[src/drum_seq_cfg.svh]
// constants for the drum step sequencer: offsets, fields, reset values, timing
`ifndef DRUM_SEQ_CFG_SVH
`define DRUM_SEQ_CFG_SVH
// register word offsets
`define OFS_TICK 8'h00
`define OFS_TIMER 8'h01
`define OFS_PRESET 8'h02
`define OFS_STEP 8'h03
`define OFS_MODE 8'h04
`define OFS_BASE 8'h05
`define OFS_LAST 8'h06
`define OFS_COLS 8'h07
// table pages, upper address nibble, one word per step
`define PAGE_PAT 4'h1
`define PAGE_CNT 4'h2
`define PAGE_CFG 4'h3
// field positions
`define MODE_RETAIN_BIT 0
`define CFG_TIME_BIT 1
`define CFG_EVENT_BIT 0
`define CFG_SEL_LSB 4
`define CFG_SEL_MSB 7
// reset values
`define PRESET_RST 5'h01
`define LAST_RST 5'h10
`define BASE_RST 16'h0001
`define COLS_RST 16'hFFFF
`define RETAIN_RST 1'b1
`define ZERO16 16'h0000
// step numbering
`define STEP_FIRST 5'h01
`define STEP_MAX 5'h10
// timing
`define CLK_NS 10
`define HUNDREDTH_NS 10000000
`define SCAN_NS 1000000
`endif

[src/drum_seq_pkg.sv]
// types shared by the drum step sequencer
package drum_seq_pkg;
  // sequencer states, one-hot
  typedef enum logic [1:0] {
    ST_STEP = 2'b01,
    ST_DONE = 2'b10
  } seqState_t;
  // per-step transition configuration
  typedef struct packed {
    logic [3:0] evSel;
    logic useTime;
    logic useEvent;
  } stepCfg_t;
  // discrete control points from ladder logic
  typedef struct packed {
    logic run;
    logic reset;
    logic start;
    logic jog;
  } ctrlPins_t;
endpackage

[src/drum_step_sequencer.sv]
// sixteen-step drum sequencer with timer and event advance and a word register port
//
// Strobed register access and the register offsets were chosen for this implementation.
`timescale 1ns/1ps
`include "drum_seq_cfg.svh"
//
// Function
// - per-step event, time or both; partial use
// - four consecutive status words from base
// - done flag sets at finish, clears on reset
// - words: count, timer, preset, current step
// - timer word counts hundredths of a second
// - preset changes only on program write
// - any step final; then flag, complete state
// - complete state holds final step pattern
// - complete state ignores start and jog
// - leave complete on reset or run entry
// - start runs timer and watches events
// - start low freezes all but run entry, reset and jog; outputs held
// - jog rising edge advances one step
// - reset beats start, holds preset step
// - preset one to sixteen, used at run entry
// - each step has optional tick count
// - at most one optional event per step
// - outputs driven whenever in run mode
// - run entry drives current step pattern
// - non-retentive entry zeroes and loads preset
// - counter memory defaults to retentive
// - step time is hundredth times base times count
// - evented step times only while event true
// - jog clears timer; start resumes immediately
module drum_step_sequencer #(
  parameter bit EVENT_VARIANT = 1'b1,
  parameter int unsigned HUNDREDTH_CYCLES = `HUNDREDTH_NS / `CLK_NS,
  parameter int unsigned SCAN_CYCLES = `SCAN_NS / `CLK_NS
) (
  input wire logic core_clk,
  input wire logic reset_n,
  input wire logic [7:0] regAddr,
  input wire logic [15:0] regWrData,
  input wire logic regWr,
  input wire logic regRd,
  output logic [15:0] regRdData_q,
  input wire drum_seq_pkg::ctrlPins_t ctrlPins,
  input wire logic [15:0] eventPins,
  output logic [15:0] drumOut_q,
  output logic doneFlag_q
);

  //////////////////////////////////////////////////////////////////////////
  // declarations

  drum_seq_pkg::ctrlPins_t ctrlMeta_q;
  drum_seq_pkg::ctrlPins_t ctrlSync_q;
  logic [15:0] evMeta_q;
  logic [15:0] evSync_q;
  logic [31:0] hundCnt_q;
  logic [31:0] scanCnt_q;
  logic hundPend_q;
  logic scanEn_q;
  logic runPrev_q;
  logic jogPrev_q;
  logic [4:0] preset_q;
  logic [4:0] last_q;
  logic [15:0] base_q;
  logic [15:0] colMask_q;
  logic retain_q;
  logic [15:0] pattern_q [16];
  logic [15:0] stepCnt_q [16];
  drum_seq_pkg::stepCfg_t cfgTab_q [16];
  drum_seq_pkg::seqState_t state_q;
  drum_seq_pkg::seqState_t state_d;
  logic [4:0] step_q;
  logic [4:0] step_d;
  logic [15:0] tick_q;
  logic [15:0] tick_d;
  logic [15:0] timer_q;
  logic [15:0] timer_d;
  logic done_d;
  logic advance;
  logic goPreset;
  logic jogRise;
  logic evTrue;
  logic useEv;
  logic [15:0] baseEff;
  logic [15:0] tmrInc;
  logic [15:0] tickInc;
  logic [15:0] rdMux;
  drum_seq_pkg::stepCfg_t curCfg;

  // step number 1..16 to table index 0..15
  function automatic logic [3:0] stepIdx(input logic [4:0] s);
    logic [4:0] t;
    t = s - `STEP_FIRST;
    return t[3:0];
  endfunction

  //////////////////////////////////////////////////////////////////////////
  // pin synchronisers: control points and events come from outside

  always_ff @(posedge core_clk or negedge reset_n)
  begin
    if (!reset_n)
    begin
      ctrlMeta_q <= '0;
      ctrlSync_q <= '0;
      evMeta_q <= `ZERO16;
      evSync_q <= `ZERO16;
    end
    else
    begin
      ctrlMeta_q <= ctrlPins;
      ctrlSync_q <= ctrlMeta_q;
      evMeta_q <= eventPins;
      evSync_q <= evMeta_q;
    end
  end

  //////////////////////////////////////////////////////////////////////////
  // dividers: scan enable and hundredth-second tick

  // a hundredth tick waits for the next scan; scans slower than
  // a hundredth can merge ticks, as a real scanned controller would
  always_ff @(posedge core_clk or negedge reset_n)
  begin
    if (!reset_n)
    begin
      hundCnt_q <= '0;
      hundPend_q <= 1'b0;
    end
    else
    begin
      if (hundCnt_q == 32'(HUNDREDTH_CYCLES - 1))
      begin
        hundCnt_q <= '0;
        hundPend_q <= 1'b1; // set wins over the scan clear
      end
      else
      begin
        hundCnt_q <= hundCnt_q + 32'h00000001;
        if (scanEn_q)
        begin
          hundPend_q <= 1'b0;
        end
      end
    end
  end

  // one scan enable pulse per scan period
  always_ff @(posedge core_clk or negedge reset_n)
  begin
    if (!reset_n)
    begin
      scanCnt_q <= '0;
      scanEn_q <= 1'b0;
    end
    else
    begin
      scanEn_q <= (scanCnt_q == 32'(SCAN_CYCLES - 1));
      if (scanCnt_q == 32'(SCAN_CYCLES - 1))
      begin
        scanCnt_q <= '0;
      end
      else
      begin
        scanCnt_q <= scanCnt_q + 32'h00000001;
      end
    end
  end

  //////////////////////////////////////////////////////////////////////////
  // configuration registers written by the program

  // preset moves only on a program write of a legal step number
  always_ff @(posedge core_clk or negedge reset_n)
  begin
    if (!reset_n)
    begin
      preset_q <= `PRESET_RST;
      last_q <= `LAST_RST;
      base_q <= `BASE_RST;
      colMask_q <= `COLS_RST;
      retain_q <= `RETAIN_RST;
    end
    else if (regWr)
    begin
      if (regAddr == `OFS_PRESET && regWrData >= 16'(`STEP_FIRST)
          && regWrData <= 16'(`STEP_MAX))
      begin
        preset_q <= regWrData[4:0];
      end
      if (regAddr == `OFS_LAST && regWrData >= 16'(`STEP_FIRST)
          && regWrData <= 16'(`STEP_MAX))
      begin
        last_q <= regWrData[4:0];
      end
      if (regAddr == `OFS_BASE)
      begin
        base_q <= regWrData;
      end
      if (regAddr == `OFS_COLS)
      begin
        colMask_q <= regWrData;
      end
      if (regAddr == `OFS_MODE)
      begin
        retain_q <= regWrData[`MODE_RETAIN_BIT];
      end
    end
  end

  // step tables: pattern, tick count, transition configuration
  always_ff @(posedge core_clk or negedge reset_n)
  begin
    if (!reset_n)
    begin
      for (int i = 0; i < 16; i++)
      begin
        pattern_q[i] <= `ZERO16;
        stepCnt_q[i] <= `ZERO16;
        cfgTab_q[i] <= '{evSel: 4'h0, useTime: 1'b1, useEvent: 1'b0};
      end
    end
    else if (regWr)
    begin
      if (regAddr[7:4] == `PAGE_PAT)
      begin
        pattern_q[regAddr[3:0]] <= regWrData;
      end
      if (regAddr[7:4] == `PAGE_CNT)
      begin
        stepCnt_q[regAddr[3:0]] <= regWrData;
      end
      if (regAddr[7:4] == `PAGE_CFG)
      begin
        cfgTab_q[regAddr[3:0]] <= '{
          evSel: regWrData[`CFG_SEL_MSB:`CFG_SEL_LSB],
          useTime: regWrData[`CFG_TIME_BIT],
          useEvent: regWrData[`CFG_EVENT_BIT]};
      end
    end
  end

  //////////////////////////////////////////////////////////////////////////
  // sequencing

  assign curCfg = cfgTab_q[stepIdx(step_q)];
  assign useEv = EVENT_VARIANT & curCfg.useEvent;
  assign evTrue = evSync_q[curCfg.evSel];
  assign jogRise = EVENT_VARIANT & ctrlSync_q.jog & ~jogPrev_q;
  assign baseEff = (base_q == `ZERO16) ? 16'h0001 : base_q;
  assign tmrInc = timer_q + 16'h0001;
  assign tickInc = tick_q + 16'h0001;

  // next state; only moves on a scan in run mode
  always_comb
  begin
    step_d = step_q;
    tick_d = tick_q;
    timer_d = timer_q;
    done_d = doneFlag_q;
    state_d = state_q;
    advance = 1'b0;
    goPreset = 1'b0;
    if (scanEn_q && ctrlSync_q.run)
    begin
      if (!runPrev_q)
      begin
        goPreset = !retain_q || state_q == drum_seq_pkg::ST_DONE;
      end
      else if (ctrlSync_q.reset)
      begin
        goPreset = 1'b1;
      end
      else if (state_q == drum_seq_pkg::ST_DONE)
      begin
        step_d = step_q;
      end
      else if (jogRise)
      begin
        advance = 1'b1;
      end
      else if (ctrlSync_q.start)
      begin
        if (curCfg.useTime)
        begin
          if (hundPend_q && (!useEv || evTrue))
          begin
            if (tmrInc >= baseEff)
            begin
              timer_d = `ZERO16;
              if (tickInc >= stepCnt_q[stepIdx(step_q)])
              begin
                advance = 1'b1;
              end
              else
              begin
                tick_d = tickInc;
              end
            end
            else
            begin
              timer_d = tmrInc;
            end
          end
        end
        else if (!useEv || evTrue)
        begin
          advance = 1'b1;
        end
      end
      // with start low only run entry, reset or a jog edge moves anything above: frozen otherwise
      if (goPreset)
      begin
        step_d = preset_q;
        tick_d = `ZERO16;
        timer_d = `ZERO16;
        done_d = 1'b0;
        state_d = drum_seq_pkg::ST_STEP;
      end
      if (advance)
      begin
        tick_d = `ZERO16;
        timer_d = `ZERO16;
        if (step_q == last_q)
        begin
          done_d = 1'b1;
          state_d = drum_seq_pkg::ST_DONE;
        end
        else if (step_q == `STEP_MAX)
        begin
          step_d = `STEP_FIRST;
        end
        else
        begin
          step_d = step_q + `STEP_FIRST;
        end
      end
    end
  end

  // step, count, timer, done flag and state; a hardware reset loads them as a fresh start
  always_ff @(posedge core_clk or negedge reset_n)
  begin
    if (!reset_n)
    begin
      step_q <= `PRESET_RST;
      tick_q <= `ZERO16;
      timer_q <= `ZERO16;
      doneFlag_q <= 1'b0;
      state_q <= drum_seq_pkg::ST_STEP;
    end
    else
    begin
      step_q <= step_d;
      tick_q <= tick_d;
      timer_q <= timer_d;
      doneFlag_q <= done_d;
      state_q <= state_d;
    end
  end

  // edge history, sampled once per scan so edges line up with scans
  always_ff @(posedge core_clk or negedge reset_n)
  begin
    if (!reset_n)
    begin
      runPrev_q <= 1'b0;
      jogPrev_q <= 1'b0;
    end
    else if (scanEn_q)
    begin
      runPrev_q <= ctrlSync_q.run;
      jogPrev_q <= ctrlSync_q.jog;
    end
  end

  //////////////////////////////////////////////////////////////////////////
  // drum outputs

  // built from the next step, so a step change shows in the same cycle;
  // outside run mode the outputs are released to zero
  always_ff @(posedge core_clk or negedge reset_n)
  begin
    if (!reset_n)
    begin
      drumOut_q <= `ZERO16;
    end
    else if (ctrlSync_q.run)
    begin
      drumOut_q <= pattern_q[stepIdx(step_d)] & colMask_q;
    end
    else
    begin
      drumOut_q <= `ZERO16;
    end
  end

  //////////////////////////////////////////////////////////////////////////
  // register read port

  always_comb
  begin
    rdMux = `ZERO16;
    unique case (regAddr[7:4])
      4'h0:
      begin
        case (regAddr)
          `OFS_TICK: rdMux = tick_q;
          `OFS_TIMER: rdMux = timer_q;
          `OFS_PRESET: rdMux = {11'h000, preset_q};
          `OFS_STEP: rdMux = {11'h000, step_q};
          `OFS_MODE: rdMux = {15'h0000, retain_q};
          `OFS_BASE: rdMux = base_q;
          `OFS_LAST: rdMux = {11'h000, last_q};
          `OFS_COLS: rdMux = colMask_q;
          default: rdMux = `ZERO16;
        endcase
      end
      `PAGE_PAT: rdMux = pattern_q[regAddr[3:0]];
      `PAGE_CNT: rdMux = stepCnt_q[regAddr[3:0]];
      `PAGE_CFG: rdMux = {8'h00, cfgTab_q[regAddr[3:0]].evSel, 2'b00,
                          cfgTab_q[regAddr[3:0]].useTime,
                          cfgTab_q[regAddr[3:0]].useEvent};
      default: rdMux = `ZERO16;
    endcase
  end

  // read data stands only in the cycle after the strobe
  always_ff @(posedge core_clk or negedge reset_n)
  begin
    if (!reset_n)
    begin
      regRdData_q <= `ZERO16;
    end
    else
    begin
      regRdData_q <= regRd ? rdMux : `ZERO16;
    end
  end
endmodule // drum_step_sequencer

[config.mk]
export PLATFORM = sky130hd
export DESIGN_NAME = drum_step_sequencer
export DESIGN_NICKNAME = d
export VERILOG_FILES = /design/src/drum_seq_pkg.sv /design/src/drum_step_sequencer.sv
export VERILOG_INCLUDE_DIRS = /design/src
export SDC_FILE = /design/constraint.sdc
export NUM_CORES = 2
export LEC_CHECK = 0
export CAP_MARGIN = 20
export CORE_UTILIZATION = 55
export CTS_BUF_LIST = sky130_fd_sc_hd__clkbuf_16
export CTS_CLUSTER_SIZE = 28
export DETAILED_ROUTE_END_ITERATION = 7
export DONT_BUFFER_PORTS = 1
export GPL_ROUTABILITY_DRIVEN = 0
export HOLD_SLACK_MARGIN = 0.1
export PLACE_DENSITY = 0.7
export SYNTH_ARGS = -nofsm -noshare
export SYNTH_HDL_FRONTEND = slang
export SYNTH_SLANG_ARGS = --single-unit
[constraint.sdc]
create_clock -name core_clk -period 10.94 [get_ports core_clk]
set_input_delay 0.547 -clock core_clk [delete_from_list [all_inputs] [get_ports core_clk]]
set_output_delay 0.547 -clock core_clk [all_outputs]
set_load 0.005 [all_outputs]
Yosys cells after proc, flatten, opt, wreduce, memory -nomap -nowiden
Index checks and enable logic that the tools add are counted.
- flip-flop bits (word level): 831
- memories kept: 0
- output and inout bits: 33
- input bits: 48
- latch bits: 0
- memory bits (writable): 0
- ROM bits: 0
- muxes and demuxes: 82
- reduce and logical (&&, ||, !) cells: 30
- shifts and indexed selects: 0
- add/sub/neg operators: 7
- magnitude comparators: 9
- eq/ne operators: 19
- $mul: 0
- bitwise gates (word level): 6
- div/mod/pow operators: 0
- operator list (cell ; number):
    $mux 16 ; 33
    $bwmux 256 ; 2
    $bmux 16 s4 ; 4
    $pmux 16 s8 ; 1
    $bwmux 96 ; 1
    $add 32x1->32 const B ; 2
    $demux 16 s4 ; 1
    $mux 32 ; 2
    $pmux 16 s4 ; 1
    $bmux 6 s4 ; 2
    $add 16x1->16 const B ; 2
    $eq 32x17->1 const B ; 1
    $eq 32x20->1 const B ; 1
    $eq 8x3->1 const B ; 4
    $ge 16x16->1 ; 2
    $mux 6 ; 5
    $mux 5 ; 5
    $demux 6 s4 ; 1
    $mux 1 ; 20
    $and 16x16->16 ; 1
    $eq 8x2->1 const B ; 2
    $ge 16x1->1 const B ; 1
    $le 16x5->1 const B ; 1
    $logic_not 16->1 ; 1
    other kinds (27) ; 57

Depth between registers and ports, before layout
- depth after elaboration: 26
- mapped depth: 36
- depth with buffers taken out: 27

Worst setup path after synthesis
Ideal clock, no wire load.
- path kind: reg2reg
- start point: register step_q[0]
- end point: register drumOut_q[2]
- buffers on the path: 12
- arrival: 7.987 ns
- path slack: 2.827 ns
- data required time: 10.814 ns
- cell stages (with the launch flop): 34
- period minus slack after synthesis: 8.113 ns
- cells stage by stage: dfstp_2 buf_6 buf_4 clkinv_1 ha_1 buf_2 buf_1 clkbuf_1 clkbuf_1 mux4_2 mux4_2 ha_1 nand2b_1 a21o_1 a21o_1 a21o_1 a21oi_1 o21ai_0 a41oi_1 o41a_1 nor4_1 nor2_2 buf_2 buf_2 buf_2 ha_1 clkbuf_1 nand2b_1 clkbuf_1 or3_1 clkbuf_1 o21ai_0 o31ai_1 a221o_1
- word-level cells in the longest chain between the ends: 26
- ends and longest elaborated chain (item ; line ; RTL):
    start, declared ; drum_step_sequencer.sv:73 ; logic [4:0] step_q;
    start signal, assigned ; drum_step_sequencer.sv:347 ; step_q <= `PRESET_RST;
    start signal, assigned ; drum_step_sequencer.sv:355 ; step_q <= step_d;
    branches (longest 18 deep; another with $ge 16x16->1) ; - ;
    $mux 5 * ; drum_step_sequencer.sv:265 ; if (scanEn_q && ctrlSync_q.run)
    $sub 4x1->4 (no source line) * ; - ;
    $not 4->5 (implied by the code) * ; drum_step_sequencer.sv:391 ; drumOut_q <= pattern_q[stepIdx(step_d)] & colMask_q;
    $bmux 16 s4 * ; drum_step_sequencer.sv:391 ;
    $mux 16 (implied by the code) * (2 in series) ; drum_step_sequencer.sv:391 ;
    $and 16x16->16 * ; drum_step_sequencer.sv:391 ;
    $mux 16 * ; drum_step_sequencer.sv:389 ; else if (ctrlSync_q.run)
    end signal, assigned ; drum_step_sequencer.sv:387 ; drumOut_q <= `ZERO16;
    end signal, assigned ; drum_step_sequencer.sv:391 ;
    end signal, assigned ; drum_step_sequencer.sv:395 ; drumOut_q <= `ZERO16;
    end, declared ; drum_step_sequencer.sv:46 ; output logic [15:0] drumOut_q,
Mark *: on every way between the ends. The select of a mux whose other input is x is not followed.
A chain may end at the register's enable or synchronous reset.

Worst setup path in the final report
- start point: register step_q[0]
- end point: register drumOut_q[3]
Same word-level chain as after synthesis.

==> key figures <==
Clock network
  • Clock tree buffer depth: 3
  • Clk root buf: clkbuf_16
  • Worst-skew pair later-pin latency: about 0.65 ns
  • H-Tree Level Count: 3
  • CTS tree: built
  • Post-CTS sizing: 0
  • # clock sinks: ~830
  • Clock-pin slew on the worst setup and hold paths: roughly 0.06 ns
  • Post-CTS Hold Buffers: 37
  • CTS Buf Count: 88
  • # Post-CTS Setup Buffers: 0

Pwr
  • Seq pwr share: between 50% and 60%
  • Comb pwr share: between 6 and 7%
  • NetSw: between 1500 and 2000 uW
  • Clock network power share: 42.4%
  • Internal Power: slightly below 5000 uW
  • Final Total Pwr: between 6000 and 7000 uW
  • Max rail drop VDD: roughly 0.00013 V
  • Switch share: 23.43%
  • Pwr/cell area: about 140 nW/um^2
  • Leakage: between 0.02 and 0.025 uW

STA
  • Worst setup margin: 0.8295 ns
  • Fmax: about 0.099 GHz
  • Endpoints failing hold: 322
  • Tightest Pin Transition: between 4 and 5 ns
  • Setup TNS: 0 ns
  • Fin Hold WS: -0.3840 ns
  • Clock skew: ~0.034 ns
  • Final Max Slew Viols: just over 500
  • Clock period minus worst slack: around 10 ns
  • Period utilization: between 90% and 100%
  • Setup violations, final: 0
  • Slew HR: -198.3%
  • RSZ-0062 raised after global routing: no

Route
  • Post-DRT Antenna Nets: 0
  • DRT iter0 DRCs: 3,510
  • Vias: a little under 30,000
  • Highest routed metal layer: met4
  • DRT Pass-1 Iters: 7
  • Met1 WL: roughly 50 mm
  • Drt drc: 0
  • Via density: ~6.9
  • WL/cell: 30.52 um
  • Detailed Route WL: roughly 130 mm
  • Wire length on met3: about 13 mm
  • Wire length on met2: just under 60 mm

Global route
  • Antenna violations before repair: 0
  • GRT Total Usage: between 30% and 40%
  • Largest net degree at the start of global routing: ~830
  • Number of global-route vias before repair: 30,480
  • Gr ovfl total: 0
  • First-pass GRT wire length: 196.4 mm

Placement
  • Port-buffer cells: 0
  • Placed inst area: around 44,000 um^2
  • Number of placed instances, taps included: between 4,000 and 5,000
  • Setup WS pre-CTS: 0.9285 ns
  • DPL Wire Length: 78.94 mm

Critical path
  • CP max FO: 54
  • CP required: about 11 ns
  • Reg-to-Reg Start: step_q[0]
  • CP max stage cell: ha_1
  • CP Depth: 21
  • Buf/Inv on CP: 2
  • Worst r2r path cells: 21
  • Critical Path Sink Type: register
  • CP delay by family, top: compound AO/OA/AOI/OAI gates
  • R2r setup slk: 0.83 ns
  • Crit-path cells: clkinv_1 -> ha_4 -> mux4_2 -> mux4_2 -> inv_1 -> ha_1 -> nand4_1 -> nor3_1 -> nand3_1 -> o21ai_0 -> a41oi_1 -> o41a_1 -> nor4_1 -> nor2_4 -> ha_1 -> nand2_1 -> or3_1 -> o22a_1 -> o21ai_0 -> o31ai_1 -> a221o_1
  • CP Data Arrival Time: 10.64 ns
  • Worst Path Class, Setup: reg -> reg
  • R2r endpoint: drumOut_q[3]
  • Critical Path Max Stage Delay: just over 1 ns
  • Critical Path Source Type: register

Floorplan
  • Std-Cell Rows: approximately 100
  • Initial cell density of the core: between 50% and 60%
  • I/O pin cnt: 81
  • DIE WIDTH: 283.5 um
  • Die area: between 80,000 and 90,000 um^2
  • Placeable Area: 77,980 um^2
  • Die H: 283.5 um

Synthesis
  • Sequential area share after synthesis: about 48%
  • Synth Register Bits: 831
  • Syn Nets: ~3,300
  • Avg Cell Area, Syn: ~14 um^2
  • Post-synth EDFFs: 0
  • Synth warn: 0
  • Post-synth cell types: 84
  • Post-synth top flop: dfrtp_1
  • Synthesized instance count: approximately 3,200
  • Synthesized cell area: 43,600 um^2
  • Ys async rst share: 100.0%

Finish
  • Share of cells above drive strength 1: between 30% and 40%
  • Nets: ~3,200
  • Fin cells: 4,232
  • Post-route cell area: 47,500 um^2
  • Area growth syn-to-layout: 8.949%

Run status
  • Failing checks: negative hold slack, max-slew violations
  • Outcome: finished, violations left

Run
  • Max-cap violations: 0

Min path
  • Hold Path Class: in -> async
power by group through the flow:
| stage | sequential, uW | combinational, uW | clock [uW] |
|---|---|---|---|
| after global placement | 3340 | 336 | 0 |
| after CTS | 3300 | 406 | 2780 |
| after global routing | 3320 | 435 | 2900 |
| after detailed placement | 3360 | 348 | 0 |
| after floorplan | 3310 | 337 | 0 |
| final | 3310 | 411 | 2740 |
cell usage after synthesis, types with 16 or more instances:
cell,n,area [um^2]
clkbuf_1,174,653.1
inv_1,48,180.2
nor4_1,23,143.9
dfstp_2,38,998.5
xor2_1,39,341.6
dfrtp_1,793,19840
a21oi_1,32,160.2
o21ai_0,93,465.5
nand2_1,182,683.2
buf_1,27,101.4
a22oi_1,35,262.8
mux2_2,625,7038
a21o_1,16,120.1
nor2_1,108,405.4
xnor2_1,56,490.5
nor2b_1,20,125.1
nor3_1,31,155.2
and3_1,27,168.9
mux2i_1,39,390.4
ha_1,40,500.5
mux4_2,316,7117
nand3_1,69,345.3
nand2b_1,26,162.7
nand4_1,27,168.9
final cells by class:
type	count	area (um^2)
sequential	831	20850
clock buffer	88	2202
clock inverter	70	365.4
inverter	52	197.7
multi-input combinational	2052	21600
timing repair buffer	98	978.4
antenna	1	2.502
fill	5846	30480
tap	1040	1301
worst max-delay path by stage:
stage | from | slack (ns) | to
after floorplan | step_q[0] | 2.83 | drumOut_q[2]
after global placement | step_q[0] | 1.27 | drumOut_q[6]
after detailed placement | step_q[0] | 0.93 | drumOut_q[3]
after CTS | step_q[0] | 0.91 | drumOut_q[3]
after global routing | step_q[0] | 0.54 | drumOut_q[3]
final | step_q[0] | 0.83 | drumOut_q[3]
cell usage in the layout (no fill, tap or decap), drive strengths merged, types with 10 or more instances in the layout:
master | Yosys | routed
a21o | 16 | 16
a21oi | 32 | 32
a22o | 15 | 15
a22oi | 35 | 35
a31oi | 16 | 16
and3 | 27 | 27
buf | 58 | 73
clkbuf | 174 | 90
clkinv | 1 | 37
dfrtp | 793 | 793
dfstp | 38 | 38
dlygate4sd3 | 0 | 23
ha | 40 | 40
inv | 51 | 80
mux2 | 626 | 626
mux2i | 41 | 41
mux4 | 325 | 325
nand2 | 182 | 182
nand2b | 26 | 26
nand3 | 70 | 70
nand4 | 27 | 27
nor2 | 109 | 109
nor2b | 20 | 20
nor3 | 31 | 31
nor4 | 25 | 25
o21ai | 104 | 104
o221ai | 10 | 10
o22a | 10 | 10
o22ai | 15 | 15
o31a | 13 | 13
o31ai | 11 | 11
o41a | 10 | 10
xnor2 | 59 | 59
xor2 | 40 | 40
cells by family (layout without fill, tap and decap cells):
kind of cell	Yosys count	in the layout	share of synthesized area, %
AOI/OAI and AO/OA	365	365	5.929
xor gates and xnor gates	99	99	2.109
adders and majority gates	40	40	1.148
buffers and inverters	284	308	2.758
DFF	831	831	47.81
muxes	992	992	34.04
other	0	1	0
and+or+nand+nor	556	556	6.211
layer usage:
| layer | global-route usage [%] | up-vias |
|---|---|---|
| met5 | 0 | - |
| met4 | 14.08 | 0 |
| met3 | 8.650 | 379 |
| met2 | 49.89 | 1631 |
| met1 | 43.89 | 15377 |
| li1 | - | 11988 |
stage by stage:
step | utilization, % | hold slack [ns]
final | 60.91 | -0.3840
after global routing | 60.91 | -0.4081
after CTS | 60.88 | -0.3966
after detailed placement | 56.92 | 0.2946
after global placement | 56.92 | 0.3006
after floorplan | - | 0.2514
registers in the layout (all words and copies together) (netlist names), 2 cells and up:
signal and flops:
base_q 16, evSync_q 16, pattern_q 256, stepCnt_q 256, state_q 2, ctrlMeta_q 4
drumOut_q 16, scanCnt_q 32, timer_q 16, last_q 5, evMeta_q 16, preset_q 5
colMask_q 16, tick_q 16, regRdData_q 16, ctrlSync_q 4, step_q 5, cfgTab_q 96
hundCnt_q 32
Note: power is estimated with default switching activity, not from simulation.
